[config.mk]
export PLATFORM = sky130hd
export DESIGN_NAME = scfg_bank
export DESIGN_NICKNAME = d
export VERILOG_FILES = /design/src/scfg_pkg.sv /design/src/scfg_sample_clock.sv /design/src/scfg_bank.sv
export SDC_FILE = /design/constraint.sdc
export NUM_CORES = 1
export LEC_CHECK = 0
export BUFFER_PORTS_ARGS = -buffer_cell sky130_fd_sc_hd__buf_2
export CAP_MARGIN = 20
export CORE_UTILIZATION = 40
export CTS_CLUSTER_SIZE = 14
export DETAILED_ROUTE_END_ITERATION = 8
export SLEW_MARGIN = 30
export SYNTH_ARGS = -nofsm -noshare
export SYNTH_HDL_FRONTEND = slang
export SYNTH_SLANG_ARGS = --single-unit
[constraint.sdc]
create_clock -name clk_sys_i -period 2.1 [get_ports clk_sys_i]
set_input_delay 0.21 -clock clk_sys_i [delete_from_list [all_inputs] [get_ports clk_sys_i]]
set_output_delay 0.21 -clock clk_sys_i [all_outputs]
set_load 0.01 [all_outputs]
[src/scfg_pkg.sv]
// Constants, field layout and types for the slot and sample clock configuration bank.
// Assumes a single 100 MHz system clock and a 16-bit serial host register port.
package scfg_pkg;

  localparam int unsigned ADDR_W = 8;
  localparam int unsigned DATA_W = 16;

  // Register offsets
  localparam logic [7:0] OFS_MODE      = 8'h10;
  localparam logic [7:0] OFS_SLOT_CTRL = 8'h11;
  localparam logic [7:0] OFS_SYNC_WORD = 8'h38;
  localparam logic [7:0] OFS_CLK_CTRL  = 8'h4B;

  // Reset values
  localparam logic [15:0] RST_MODE      = 16'h0000;
  localparam logic [15:0] RST_SLOT_CTRL = 16'h1000;
  localparam logic [15:0] RST_SYNC_WORD = 16'h0000;
  localparam logic [15:0] RST_CLK_CTRL  = 16'h2612;

  // Field positions
  localparam int unsigned MODE_LSB      = 0;
  localparam int unsigned MODE_MSB      = 1;
  localparam int unsigned FIRST_EN_BIT  = 0;
  localparam int unsigned FIRST_FMT_LSB = 2;
  localparam int unsigned FIRST_FMT_MSB = 4;
  localparam int unsigned SECOND_EN_BIT = 5;
  localparam int unsigned SECOND_FMT_LSB = 6;
  localparam int unsigned SECOND_FMT_MSB = 8;
  localparam int unsigned CLK_PWR_BIT   = 7;
  localparam int unsigned CLK_BYP_BIT   = 8;

  // Sync start-up value expected for selector codes 01 and 10
  localparam logic [15:0] SYNC_STARTUP_ACTIVE = 16'h4000;

  // Sample clock timing
  localparam int unsigned SYS_CLK_HZ    = 100_000_000;
  localparam int unsigned SAMPLE_CLK_HZ = 32_000;
  localparam int unsigned SAMPLE_DIV    = SYS_CLK_HZ / SAMPLE_CLK_HZ;
  localparam int unsigned DIV_W         = 12;
  localparam logic [11:0] DIV_LAST      = 12'(SAMPLE_DIV - 1);

  typedef enum logic [1:0] {
    SCFG_STANDBY = 2'h0,
    SCFG_PROGRAM = 2'h1,
    SCFG_NORMAL  = 2'h2
  } scfg_mode_t;

  typedef enum logic [2:0] {
    SCFG_FMT_NONE   = 3'h0,
    SCFG_FMT_SUM16  = 3'h1,
    SCFG_FMT_SUM32  = 3'h2,
    SCFG_FMT_CH16X4 = 3'h4,
    SCFG_FMT_CH32X4 = 3'h6
  } scfg_fmt_t;

  // Slot sequencer states, Gray along idle -> first -> second
  typedef enum logic [1:0] {
    SCFG_SEQ_IDLE   = 2'b00,
    SCFG_SEQ_FIRST  = 2'b01,
    SCFG_SEQ_SECOND = 2'b11
  } scfg_seq_t;

  typedef struct packed {
    scfg_mode_t  operating_mode;
    logic        first_slot_enable;
    logic [2:0]  first_slot_fifo_format;
    logic        second_slot_enable;
    logic [2:0]  second_slot_fifo_format;
    logic        sample_osc_bypass;
    logic        sample_clock_power_up;
    logic [15:0] sync_startup_word;
  } scfg_cfg_t;

endpackage : scfg_pkg

[src/scfg_sample_clock.sv]
// Sample clock source: internal divider tick or external pin clock edges.
// Assumes the external pin clock is asynchronous and much slower than clk_sys_i.
`timescale 1ns/100ps
module scfg_sample_clock (
  input  wire logic clk_sys_i,
  input  wire logic rst_i,
  input  wire logic power_up_i,
  input  wire logic bypass_i,
  input  wire logic ext_clk_i,
  output logic      tick_o
);

  logic [scfg_pkg::DIV_W-1:0] div_ff;
  logic                       sync1_ff;
  logic                       sync2_ff;
  logic                       sync3_ff;
  logic                       tick_ff;
  logic                       int_tick;
  logic                       ext_tick;

  // Pin synchroniser
  always_ff @(posedge clk_sys_i) begin
    if (rst_i) begin
      sync1_ff <= 1'b0;
      sync2_ff <= 1'b0;
      sync3_ff <= 1'b0;
    end else begin
      sync1_ff <= ext_clk_i;
      sync2_ff <= sync1_ff;
      sync3_ff <= sync2_ff;
    end
  end

  // Internal oscillator divider, held while powered down or bypassed
  always_ff @(posedge clk_sys_i) begin
    if (rst_i || !power_up_i || bypass_i) begin
      div_ff <= '0;
    end else if (div_ff == scfg_pkg::DIV_LAST) begin
      div_ff <= '0;
    end else begin
      div_ff <= div_ff + 1'b1;
    end
  end

  assign int_tick = (div_ff == scfg_pkg::DIV_LAST);
  assign ext_tick = sync2_ff && !sync3_ff;

  always_ff @(posedge clk_sys_i) begin
    if (rst_i) begin
      tick_ff <= 1'b0;
    end else begin
      tick_ff <= power_up_i && (bypass_i ? ext_tick : int_tick);
    end
  end

  assign tick_o = tick_ff;

endmodule : scfg_sample_clock

[src/scfg_bank.sv]
// Slot enable, FIFO format, sync start-up and sample clock configuration bank.
// Assumes a serial host front end that presents decoded word reads and writes.
//
// Contract
// - Second slot writes FIFO only with equal averaging or first slot storing nothing.
// - Bit 5 of slot control enables the second time slot.
// - Bits 4:2 pick first slot FIFO format; 0 stores nothing, 3, 5 and 7 reserved.
// - First slot codes 1 and 2 store the channel sum as 16 or 32 bits.
// - First slot codes 4 and 6 store four 16-bit or four 32-bit channels.
// - Bit 0 of slot control enables the first time slot.
// - Bit 8 of clock control bypasses the internal sample oscillator.
// - Bit 7 of clock control powers up the sample clock.
// - Mode field: 0 standby, 1 program, 2 normal operation.
// - Bits 8:6 pick second slot FIFO format with the same codes.
`timescale 1ns/100ps
module scfg_bank (
  input  wire logic                         clk_sys_i,
  input  wire logic                         rst_i,
  input  wire logic [scfg_pkg::ADDR_W-1:0]  host_addr_i,
  input  wire logic [scfg_pkg::DATA_W-1:0]  host_wdata_i,
  input  wire logic                         host_wr_i,
  input  wire logic                         host_rd_i,
  output logic      [scfg_pkg::DATA_W-1:0]  host_rdata_o,
  output logic                              host_rvalid_o,
  input  wire logic                         general_io_pin_one_i,
  input  wire logic [2:0]                   first_slot_avg_i,
  input  wire logic [2:0]                   second_slot_avg_i,
  output scfg_pkg::scfg_cfg_t               cfg_o,
  output logic                              sample_tick_o,
  output logic                              first_slot_run_o,
  output logic                              second_slot_run_o,
  output logic                              first_slot_fifo_wr_o,
  output logic                              second_slot_fifo_wr_o,
  output logic      [3:0]                   first_slot_fifo_words_o,
  output logic      [3:0]                   second_slot_fifo_words_o,
  output logic                              second_slot_fifo_allowed_o,
  output logic                              format_reserved_o
);

  logic [15:0]         mode_reg_ff;
  logic [15:0]         slot_reg_ff;
  logic [15:0]         sync_reg_ff;
  logic [15:0]         clk_reg_ff;
  logic [15:0]         nxt_rdata;
  logic [15:0]         rdata_ff;
  logic                rvalid_ff;
  scfg_pkg::scfg_seq_t seq_ff;
  scfg_pkg::scfg_seq_t nxt_seq;
  logic                first_run_ff;
  logic                second_run_ff;
  logic                first_wr_ff;
  logic                second_wr_ff;
  logic [3:0]          first_words_ff;
  logic [3:0]          second_words_ff;
  logic                allowed_ff;
  logic                reserved_ff;
  logic                tick;
  logic                normal;
  logic [2:0]          fmt_a;
  logic [2:0]          fmt_b;
  logic                allowed;

  // Number of 16-bit FIFO words per sample for a format code, zero if reserved
  function automatic logic [3:0] fmt_words(input logic [2:0] fmt);
    case (fmt)
      scfg_pkg::SCFG_FMT_NONE:   fmt_words = 4'h0;
      scfg_pkg::SCFG_FMT_SUM16:  fmt_words = 4'h1;
      scfg_pkg::SCFG_FMT_SUM32:  fmt_words = 4'h2;
      scfg_pkg::SCFG_FMT_CH16X4: fmt_words = 4'h4;
      scfg_pkg::SCFG_FMT_CH32X4: fmt_words = 4'h8;
      default:                   fmt_words = 4'h0;
    endcase
  endfunction : fmt_words

  function automatic logic fmt_reserved(input logic [2:0] fmt);
    case (fmt)
      scfg_pkg::SCFG_FMT_NONE,
      scfg_pkg::SCFG_FMT_SUM16,
      scfg_pkg::SCFG_FMT_SUM32,
      scfg_pkg::SCFG_FMT_CH16X4,
      scfg_pkg::SCFG_FMT_CH32X4: fmt_reserved = 1'b0;
      default:                   fmt_reserved = 1'b1;
    endcase
  endfunction : fmt_reserved

  function automatic logic hit(input logic [7:0] addr, input logic [7:0] ofs);
    hit = (addr == ofs);
  endfunction : hit

  // Register writes
  always_ff @(posedge clk_sys_i) begin
    if (rst_i) begin
      mode_reg_ff <= scfg_pkg::RST_MODE;
    end else if (host_wr_i && hit(host_addr_i, scfg_pkg::OFS_MODE)) begin
      mode_reg_ff <= host_wdata_i;
    end
  end

  always_ff @(posedge clk_sys_i) begin
    if (rst_i) begin
      slot_reg_ff <= scfg_pkg::RST_SLOT_CTRL;
    end else if (host_wr_i && hit(host_addr_i, scfg_pkg::OFS_SLOT_CTRL)) begin
      slot_reg_ff <= host_wdata_i;
    end
  end

  always_ff @(posedge clk_sys_i) begin
    if (rst_i) begin
      sync_reg_ff <= scfg_pkg::RST_SYNC_WORD;
    end else if (host_wr_i && hit(host_addr_i, scfg_pkg::OFS_SYNC_WORD)) begin
      sync_reg_ff <= host_wdata_i;
    end
  end

  always_ff @(posedge clk_sys_i) begin
    if (rst_i) begin
      clk_reg_ff <= scfg_pkg::RST_CLK_CTRL;
    end else if (host_wr_i && hit(host_addr_i, scfg_pkg::OFS_CLK_CTRL)) begin
      clk_reg_ff <= host_wdata_i;
    end
  end

  // Read mux, unmapped offsets read zero
  always_comb begin
    nxt_rdata = 16'h0000;
    if (hit(host_addr_i, scfg_pkg::OFS_MODE)) begin
      nxt_rdata = mode_reg_ff;
    end else if (hit(host_addr_i, scfg_pkg::OFS_SLOT_CTRL)) begin
      nxt_rdata = slot_reg_ff;
    end else if (hit(host_addr_i, scfg_pkg::OFS_SYNC_WORD)) begin
      nxt_rdata = sync_reg_ff;
    end else if (hit(host_addr_i, scfg_pkg::OFS_CLK_CTRL)) begin
      nxt_rdata = clk_reg_ff;
    end
  end

  always_ff @(posedge clk_sys_i) begin
    if (rst_i) begin
      rdata_ff  <= 16'h0000;
      rvalid_ff <= 1'b0;
    end else begin
      rvalid_ff <= host_rd_i;
      if (host_rd_i) begin
        rdata_ff <= nxt_rdata;
      end
    end
  end

  assign host_rdata_o  = rdata_ff;
  assign host_rvalid_o = rvalid_ff;

  // Configuration fields
  assign fmt_a  = slot_reg_ff[scfg_pkg::FIRST_FMT_MSB:scfg_pkg::FIRST_FMT_LSB];
  assign fmt_b  = slot_reg_ff[scfg_pkg::SECOND_FMT_MSB:scfg_pkg::SECOND_FMT_LSB];
  assign normal = (mode_reg_ff[scfg_pkg::MODE_MSB:scfg_pkg::MODE_LSB]
                   == scfg_pkg::SCFG_NORMAL);

  always_comb begin
    cfg_o.operating_mode          = scfg_pkg::scfg_mode_t'(
                                      mode_reg_ff[scfg_pkg::MODE_MSB:scfg_pkg::MODE_LSB]);
    cfg_o.first_slot_enable       = slot_reg_ff[scfg_pkg::FIRST_EN_BIT];
    cfg_o.first_slot_fifo_format  = fmt_a;
    cfg_o.second_slot_enable      = slot_reg_ff[scfg_pkg::SECOND_EN_BIT];
    cfg_o.second_slot_fifo_format = fmt_b;
    cfg_o.sample_osc_bypass       = clk_reg_ff[scfg_pkg::CLK_BYP_BIT];
    cfg_o.sample_clock_power_up   = clk_reg_ff[scfg_pkg::CLK_PWR_BIT];
    cfg_o.sync_startup_word       = sync_reg_ff;
  end

  scfg_sample_clock u_sample_clock (
    .clk_sys_i  (clk_sys_i),
    .rst_i      (rst_i),
    .power_up_i (clk_reg_ff[scfg_pkg::CLK_PWR_BIT]),
    .bypass_i   (clk_reg_ff[scfg_pkg::CLK_BYP_BIT]),
    .ext_clk_i  (general_io_pin_one_i),
    .tick_o     (tick)
  );

  assign sample_tick_o = tick;

  // Second slot FIFO gate
  assign allowed = (fmt_a == scfg_pkg::SCFG_FMT_NONE)
                   || (first_slot_avg_i == second_slot_avg_i);

  // Slot sequencer: first slot then second slot per sample tick in normal mode
  always_comb begin
    nxt_seq = seq_ff;
    case (seq_ff)
      scfg_pkg::SCFG_SEQ_IDLE: begin
        if (tick && normal) begin
          nxt_seq = scfg_pkg::SCFG_SEQ_FIRST;
        end
      end
      scfg_pkg::SCFG_SEQ_FIRST:  nxt_seq = scfg_pkg::SCFG_SEQ_SECOND;
      scfg_pkg::SCFG_SEQ_SECOND: nxt_seq = scfg_pkg::SCFG_SEQ_IDLE;
      default:                   nxt_seq = scfg_pkg::SCFG_SEQ_IDLE;
    endcase
  end

  always_ff @(posedge clk_sys_i) begin
    if (rst_i) begin
      seq_ff <= scfg_pkg::SCFG_SEQ_IDLE;
    end else begin
      seq_ff <= nxt_seq;
    end
  end

  always_ff @(posedge clk_sys_i) begin
    if (rst_i) begin
      first_run_ff  <= 1'b0;
      second_run_ff <= 1'b0;
      first_wr_ff   <= 1'b0;
      second_wr_ff  <= 1'b0;
    end else begin
      first_run_ff  <= (seq_ff == scfg_pkg::SCFG_SEQ_FIRST)
                       && slot_reg_ff[scfg_pkg::FIRST_EN_BIT];
      second_run_ff <= (seq_ff == scfg_pkg::SCFG_SEQ_SECOND)
                       && slot_reg_ff[scfg_pkg::SECOND_EN_BIT];
      first_wr_ff   <= (seq_ff == scfg_pkg::SCFG_SEQ_FIRST)
                       && slot_reg_ff[scfg_pkg::FIRST_EN_BIT]
                       && (fmt_words(fmt_a) != 4'h0);
      second_wr_ff  <= (seq_ff == scfg_pkg::SCFG_SEQ_SECOND)
                       && slot_reg_ff[scfg_pkg::SECOND_EN_BIT]
                       && (fmt_words(fmt_b) != 4'h0) && allowed;
    end
  end

  always_ff @(posedge clk_sys_i) begin
    if (rst_i) begin
      first_words_ff  <= 4'h0;
      second_words_ff <= 4'h0;
      allowed_ff      <= 1'b0;
      reserved_ff     <= 1'b0;
    end else begin
      first_words_ff  <= fmt_words(fmt_a);
      second_words_ff <= fmt_words(fmt_b);
      allowed_ff      <= allowed;
      reserved_ff     <= fmt_reserved(fmt_a) || fmt_reserved(fmt_b);
    end
  end

  assign first_slot_run_o           = first_run_ff;
  assign second_slot_run_o          = second_run_ff;
  assign first_slot_fifo_wr_o       = first_wr_ff;
  assign second_slot_fifo_wr_o      = second_wr_ff;
  assign first_slot_fifo_words_o    = first_words_ff;
  assign second_slot_fifo_words_o   = second_words_ff;
  assign second_slot_fifo_allowed_o = allowed_ff;
  assign format_reserved_o          = reserved_ff;

endmodule : scfg_bank

# [After elaboration in Yosys (flattened, before gate mapping)]
# Index checks and enable logic that the tools add are counted.
[word_totals] reg_bits=113 ram_bits=0 mem_bits_ro=0 latch_bits=0 n_memories=0 elab_cells=80
[classes] n_mul=0 n_lt_le_gt_ge=0 bitwise=0 n_eq_ne=18 n_div=0 muxes=15 shifts=0 n_reduce_logical=26 addsub=1
[ops] cell="$mux W16" count=4
[ops] cell="$pmux W4 S4" count=2
[ops] cell="$eq A8 B5 Y1 const B" count=2
[ops] cell="$add A12 B1 Y12 const B" count=1
[ops] cell="$eq A12 B12 Y1 const B" count=1
[ops] cell="$eq A3 B3 Y1 const B" count=4
[ops] cell="$logic_and A1 B1 Y1" count=12
[ops] cell="$reduce_or A5 Y1" count=2
[ops] cell="$eq A8 B6 Y1 const B" count=1
[ops] cell="$eq A8 B7 Y1 const B" count=1
[ops] cell="$mux W4" count=2
[ops] cell="$reduce_bool A4 Y1" count=2
[ops] cell="$eq A3 B1 Y1 const B" count=2
[ops] cell="$eq A3 B2 Y1 const B" count=2
[ops] cell="$logic_not A3 Y1" count=2
[ops] cell="$mux W1" count=5
[ops] cell="$eq A2 B2 Y1 const B" count=2
[ops] cell="$logic_or A1 B1 Y1" count=4
[ops] cell="$pmux W2 S2" count=1
[ops] cell="$eq A3 B3 Y1" count=1
[ops] cell="$eq A2 B1 Y1 const B" count=1
[ops] cell="$logic_not A1 Y1" count=2
[ops] cell="$logic_not A2 Y1" count=1
[ops] cell="$mux W2" count=1
[ops] cell="other kinds (2)" count=2

# [Longest topological paths before layout]
# Gate-level depths: netlist of the first run.
[depth] ltp_word=6 depth_mapped=8 mapped_depth_nobuf=6

# [Modules after synthesis]
# Synthesis of the first run repeated with hierarchy kept, for this count alone.
[unflattened] cells_unflattened=537 hier_area_um2=4820.9
[by_module_without_submodules] module="scfg_bank" instances=1 area_each_um2=4139.0 cells_each=464 seq_area_each_um2=1941.9
[by_module_without_submodules] module="scfg_sample_clock" instances=1 area_each_um2=681.9 cells_each=73 seq_area_each_um2=320.3

# [Worst setup path after synthesis of the first run]
# OpenSTA, ideal clock, no wires.
[synth_timing] path_type="input port to flip-flop" startpoint="in host_addr_i[1] (netlist bit)" endpoint="reg slot_reg_ff[15]" setup_ns=0.128 required_ns=1.972 cell_stages=5 slack_ns=0.288 path_buffers=1 t_arrival_ns=1.685 cell_sequence="or4b_4 -> nor4_4 -> buf_6 -> mux2i_1 -> nor2_1"
[synth_via] elab_chain_len=2
[synth_lines] element="from (decl)" line="scfg_bank.sv:19" source="input wire logic [scfg_pkg::ADDR_W-1:0] host_addr_i,"
[synth_lines] element="$eq A8 B5 Y1" line="scfg_bank.sv:87" source="hit = (addr == ofs);"
[synth_lines] element="$logic_and A1 B1 Y1" line="scfg_bank.sv:102" source="end else if (host_wr_i && hit(host_addr_i, scfg_pkg::OFS_SLOT_CTRL)) begin"
[synth_lines] element="to (signal assigned)" line="scfg_bank.sv:101" source="slot_reg_ff <= scfg_pkg::RST_SLOT_CTRL;"
[synth_lines] element="to (signal assigned)" line="scfg_bank.sv:103" source="slot_reg_ff <= host_wdata_i;"
[synth_lines] element="to (decl)" line="scfg_bank.sv:41" source="logic [15:0] slot_reg_ff;"
# No other way between the ends.
# A chain may end at the register's enable or synchronous reset.

# [Final worst setup path of the first run]
[layout_timing] startpoint="reg u_sample_clock.div_ff[9] (netlist bit)" endpoint="reg u_sample_clock.div_ff[7] (netlist bit)"
[layout_via] elab_chain_len=2
[layout_lines] element="from (decl)" line="scfg_sample_clock.sv:13" source="logic [scfg_pkg::DIV_W-1:0] div_ff;"
[layout_lines] element="from (signal assigned)" line="scfg_sample_clock.sv:41" source="div_ff <= div_ff + 1'b1;"
[layout_lines] element="$eq A12 B12 Y1" line="scfg_sample_clock.sv:38" source="end else if (div_ff == scfg_pkg::DIV_LAST) begin"
[layout_lines] element="$reduce_or A2 Y1 (no source line)"
# No other way between the ends.

==> impl_metrics.toml, run 1 <==
[run_status]
status = "finished, violations left"
violations = "design-rule violations"

[synthesis]
synth_top_area_share_pct = 47.0
ys_ff_latch = 113
syn_avg_cell_area_um2 = 8.92
synth_area_leaders = "dfxtp_1 (47%), mux2i_1 (8.7%), nor2_1 (6.5%)"
synth_cells = 539
syn-cell-area_mm2 = 0.00481
ys_seq_area_share_pct = 47.0
synth_cell_types = 46
ys.flop_type = "dfxtp_1"
synth.largest_area_cell = "dfxtp_1"
synth-edff-count = 0
yosysWarnings = 0
synth_fp_nets = 576
synthArstFlopShare_pct = 0

[cts]
post_cts_buffers = 0
cts_tree = "built"
clock_latency_ns = 0.40
clockBufferDepth = 2
clk_pin_slew_worst_paths_ns = 0.05
cts_root_buf = "clkbuf_16"
clock_sinks = 113
numCtsBuffers = 17
cts_resized = 0
h-tree-depth = 4
hold_buffers = 0

[flow_run]
maxCapViolCount = 0

[grt]
grt_usage_pct = 21.5
grt_util_met1_pct = 27.2
antenna_found_initial = 0
grt_start_max_net_pins = 28
busiest_layer = "met2"
grt_pass1_wl_um = 20700
use_met2_pct = 34.9
met3_usage_pct = 5.17
grt_pass1_vias = 4023
grt_overflow_total = 0

[timing]
drv_slew = 0
fin_skew_ns = 0.00630
fin_crit_sh_pct = 75.5
max_freq_ghz = 0.631
rsz0062_at_grt = "no"
tns_ns = 0
tightest_slew_ns = 0.546
maxSlewHeadroom_pct = 63.5
period_needed_ns = 1.59
hold_viol_final = 0
setup_viol = 0
final.setup.worst_slack_ns = 0.514

[die]
die_h_um = 112
io_pins = 95
rows = 39
fp.coreArea_mm2 = 0.0116
dieArea_mm2 = 0.0125
start_util_pct = 41.6
die_w_um = 112

[critical_path]
crit_end = "u_sample_clock.div_ff[7]"
rrSetupSlack_ns = 0.51
crit_start = "u_sample_clock.div_ff[9]"
cp_data_arrival_time_ns = 1.86
crit_path_max_fanout = 12
worst_path_largest_cell_delay_ns = 0.41
crit_type = "reg -> reg"
crit_path_frequent_cell = "or3_1"
startpoint_type = "register"
slowest_stage = "or3_1"
reg2reg_from = "u_sample_clock.div_ff[9]"
r2r_cells = 4
reg2reg_to = "u_sample_clock.div_ff[7]"
crit_chain = "or3_1 > nor3_1 > or3_1 > nor2_1"
end_kind = "register"
required_ns = 2.37

[pwr]
sequentialPowerShare_pct = 43.8
cellPowerDensity_mw_per_mm2 = 829
intPower_w = 0.00387
p_sw_w = 0.00106
switching_share_pct = 21.5
peakVddDrop_v = 0.000574
p_leak_nw = 2.47
p_comb_share_pct = 4.2
clkPwrFrac_pct = 52.1

[drt]
vias_per_cell = 5.36
vias = 4217
remaining_drc_errors = 8
drtAntennaViolNets = 0
wire_per_inst_um = 16.4
drt_wl_total_um = 12900
first_pass_iters = 7
drtIter0Drc = 310

[placed_design]
dp.cells = 756
dp_slack_ns = 0.196
placed_area_mm2 = 0.00541
dp_hpwl_um = 8890
gp_congestion = 0.802
io_buffers = 94

[finish]
finish.instance_area_mm2 = 0.00595
n_antenna_cell = 0
final_cells = 787
layout-drive-gt1-share_pct = 23.8
nNetsFinal = 669
area_growth_syn_to_layout_pct = 23.6
fillCellCount = 1072

[worst_hold_path]
hp-class = "in -> reg"
-- registers in the layout (all words and copies together) (netlist names), 2 cells and up --
name	count
u_sample_clock.div_ff	12
first_slot_fifo_words_o	4
mode_reg_ff	16
clk_reg_ff	16
slot_reg_ff	16
second_slot_fifo_words_o	4
seq_ff	2
sync_reg_ff	16
host_rdata_o	16
-- power by group through the flow --
stage               Sequential [W]  Combinational (W)  Clock (W)
floorplan                  0.00220           0.000104          0
global placement           0.00220           0.000201          0
detailed placement         0.00220           0.000203          0
CTS                        0.00216           0.000204    0.00261
global route               0.00216           0.000223    0.00272
finish                     0.00216           0.000205    0.00257
-- synthesized netlist by cell type (all sizes together) (3+ instances only) --
cell type / n
mux2i: 42
clkbuf: 19
nand2b: 18
a22o: 7
a211o: 6
a22oi: 7
o21ai: 36
a21oi: 19
inv: 16
nand3: 6
a31oi: 11
dfxtp: 113
nand4: 5
nand2: 44
xnor2: 5
buf: 24
xor2: 7
o41ai: 7
o2bb2ai: 9
nor2b: 7
and3: 3
nor4b: 5
nor3: 15
nor2: 83
or3: 4
-- cell type report --
| class | count | area [um2] | area share [%] |
|---|---|---|---|
| inverter | 16 | 60.1 | 1.01 |
| tap | 143 | 179 | 3.01 |
| clock inverter | 6 | 30.0 | 0.505 |
| timing repair buffer | 117 | 643 | 10.8 |
| sequential | 113 | 2260 | 38.0 |
| clock buffer | 25 | 505 | 8.50 |
| multi-input combinational | 367 | 2270 | 38.1 |
-- layer usage --
layer,share of wire [%],wire length [um]
met5,0,0
met1,47,6000
met2,47,6070
met4,1.3,162
met3,5.1,664
-- worst min path at each step --
stage | from | endpoint | slack, ns | depth (start not counted)
floorplan | host_wdata_i[13] | clk_reg_ff[13] | 0.33 | 1
global placement | seq_ff[1] | seq_ff[0] | 0.43 | 1
detailed placement | u_sample_clock.sync1_ff | u_sample_clock.sync2_ff | 0.44 | 1
CTS | general_io_pin_one_i | u_sample_clock.sync1_ff | 0.02 | 2
global route | general_io_pin_one_i | u_sample_clock.sync1_ff | 0.03 | 2
finish | general_io_pin_one_i | u_sample_clock.sync1_ff | 0.03 | 2
-- stage by stage --
step | utilization (%) | power (W) | hold WS [ns]
floorplan | - | 0.00231 | 0.328
global placement | 46.8 | 0.00240 | 0.430
detailed placement | 46.8 | 0.00240 | 0.444
CTS | 51.4 | 0.00497 | 0.0196
global route | 51.4 | 0.00510 | 0.0298
finish | 51.4 | 0.00493 | 0.0287
-- placed cells by master (no fill, tap or decap), drive strengths merged, types with 7 or more instances in the layout --
cell and instances:
nor2b 7, inv 16, buf 117, dfxtp 113
nor2 83, nor3 15, a31oi 11, xor2 7
nand2 44, a21oi 19, mux2i 42, o2bb2ai 9
clkbuf 25, a22o 7, o21ai 36, a22oi 7
nand2b 18, o41ai 7
-- critical path, delay by kind of cell, from the launching register on --
family / cells / cell delay, ns
simple gates: 4 / 1.12
flops: 1 / 0.34
-- logic make-up (layout without fill, tap and decap cells) --
kind of cell,after synthesis,in the layout,share of synthesized area (%)
multiplexers,42,42,8.74
flip-flops,113,113,47.0
adder cells (fa/ha/maj),2,2,0.520
AND/OR/NAND/NOR,208,208,21.7
buffers and inverters,59,164,6.09
XOR/XNOR,12,12,2.19
AO/OA/AOI/OAI,103,103,13.7
(Power assumes the default switching activity.)
==> inputs of run 2 (changes only) <==
==> constraint.sdc (replaced) <==
create_clock -name clk_sys_i -period 1.4 [get_ports clk_sys_i]
set_input_delay 0.14 -clock clk_sys_i [delete_from_list [all_inputs] [get_ports clk_sys_i]]
set_output_delay 0.14 -clock clk_sys_i [all_outputs]
set_load 0.01 [all_outputs]
==> impl_metrics.toml, run 2 (synthesis gave the netlist of run 1 again) <==
[run_status]
status = "finished, violations left"
violations = "design-rule violations"

[pwr]
total_power_w = 0.00834
cellPowerDensity_mw_per_mm2 = 1250
intPower_w = 0.00667
p_comb_share_pct = 4.5
p_sw_w = 0.00167
switching_share_pct = 20.0
clkPwrFrac_pct = 56.7
sequentialPowerShare_pct = 38.8
peakVddDrop_v = 0.000743
p_leak_nw = 2.76

[cts]
h-tree-depth = 4
clock_latency_ns = 0.41
numCtsBuffers = 17
clk_pin_slew_worst_paths_ns = 0.05
cts_root_buf = "clkbuf_16"
clockBufferDepth = 2
clock_sinks = 113
cts_tree = "built"

[timing]
fin_crit_sh_pct = 99.5
maxSlewHeadroom_pct = 65.0
fin_skew_ns = 0.00988
tightest_slew_ns = 0.523
period_needed_ns = 1.39
rsz0062_at_grt = "yes"
drv_slew = 0
setup_viol = 0
hold_viol_final = 0
max_freq_ghz = 0.718
whs_ns = 0.0118

[finish]
area_growth_syn_to_layout_pct = 38.1
fillCellCount = 1028
finish.instance_area_mm2 = 0.00664
n_antenna_cell = 0
final_cell_mix = "dfxtp_1 (108), buf_2 (94), nor2_1 (74)"
nNetsFinal = 711
layout-drive-gt1-share_pct = 30.9
layout_commonest_cell = "dfxtp_1"

[grt]
grt_pass1_wl_um = 21600
grt_overflow_total = 0
grt_usage_pct = 22.3
antenna_found_initial = 0
grt_start_max_net_pins = 50
grt_pass1_vias = 4198

[worst_hold_path]
min_from = "host_wdata_i[5]"
hp-class = "in -> reg"

[drt]
drtAntennaViolNets = 0
drt_wl_total_um = 13200
vias_per_cell = 5.17
drtIter0Drc = 269
vias = 4289
wire_per_inst_um = 15.9
first_pass_iters = 7
remaining_drc_errors = 7

[placed_design]
placed_area_mm2 = 0.00576
dp_hpwl_um = 9050
gp_congestion = 0.810
io_buffers = 94

[critical_path]
crit_chain = "buf_4 > and4_4 > nand2_2 > or4_4 > a21oi_2"
reg2reg_from = "u_sample_clock.div_ff[7]"
crit_start = "u_sample_clock.div_ff[7]"
startpoint_type = "register"
required_ns = 1.75
slowest_stage = "or4_4"
end_kind = "register"
worst_path_largest_cell_delay_ns = 0.47
crit_type = "reg -> reg"
crit_path_max_fanout = 3
cp_data_arrival_time_ns = 1.74

[die]
die_w_um = 112
rows = 39
dieArea_mm2 = 0.0125
die_h_um = 112
fp.coreArea_mm2 = 0.0116
io_pins = 95
start_util_pct = 41.6

[flow_run]
maxCapViolCount = 0
-- run 2: cell count changes in the layout (fill, tap and decap cells not counted), moves of 4 or more --
cell	change
buf_12	+8
buf_4	+21
bufinv_16	+5
dfxtp_1	-5
dfxtp_2	+5
dlygate4sd3_1	+12
nor2_1	-9
nor2_2	+4
nor2_4	+5
-- run 2: final cells by class --
cell class	count	area, um2	area share, %
multi-input cells	367	2390	36.0
flip-flops and latches	113	2270	34.1
repair buffers	159	1090	16.4
clock buffers	21	470	7.08
clock inverters	11	183	2.75
well taps	143	179	2.69
inverters	16	60.1	0.904
-- run 2: power groups by stage --
stage | logic (W) | clock network [W] | registers, W
floorplan | 0.000164 | 0 | 0.00330
detailed placement | 0.000344 | 0 | 0.00330
global route | 0.000405 | 0.00500 | 0.00323
CTS | 0.000371 | 0.00481 | 0.00323
finish | 0.000373 | 0.00473 | 0.00323
global placement | 0.000339 | 0 | 0.00330
-- run 2: routing by layer --
| layer | track usage, % | up-vias | share of wire (%) | wire length [um] |
|---|---|---|---|---|
| li1 | - | 2132 | - | - |
| met1 | 27.5 | 2047 | 46 | 6050 |
| met2 | 36.6 | 106 | 49 | 6420 |
| met3 | 7.19 | 4 | 5.1 | 667 |
| met4 | 7.57 | 0 | 0.47 | 62 |
| met5 | 0 | - | 0 | 0 |
-- run 2: metrics by stage --
stage / TNS (ns) / cells / utilization, % / setup WS (ns)
finish: 0 / 830 / 57.4 / 0.00637
global route: -0.211 / 830 / 57.4 / -0.0440
CTS: 0 / 830 / 56.5 / 0.00794
detailed placement: -15.43 / 786 / 49.8 / -0.287
global placement: -12.98 / 786 / 49.8 / -0.253
floorplan: -5.77 / 539 / - / -0.305
-- run 2: path summary, 6_finish.rpt --
path	slack, ns	cells past startpoint	end
worst max-delay path	0.006	5	u_sample_clock.div_ff[11]
worst max register to register	0.006	5	u_sample_clock.div_ff[11]
worst min-delay path	0.01	3	sync_reg_ff[5]
worst min register to register	0.44	1	u_sample_clock.sync2_ff
-- run 2: critical path, delay by kind of cell (launching register included) --
kind | cells | cell delay, ns
simple gates | 3 | 0.74
compound gates | 1 | 0.15
buf+inv | 1 | 0.11
flops | 1 | 0.34
-- run 2: timing repair --
item,4_1_cts,5_1_grt
buffers inserted,0,0
gates resized for setup,3,29
setup endpoints to repair,1,12
gates cloned,0,0
hold buffers,12,0
pin swaps,0,8
endpoints found under the hold margin,13,0
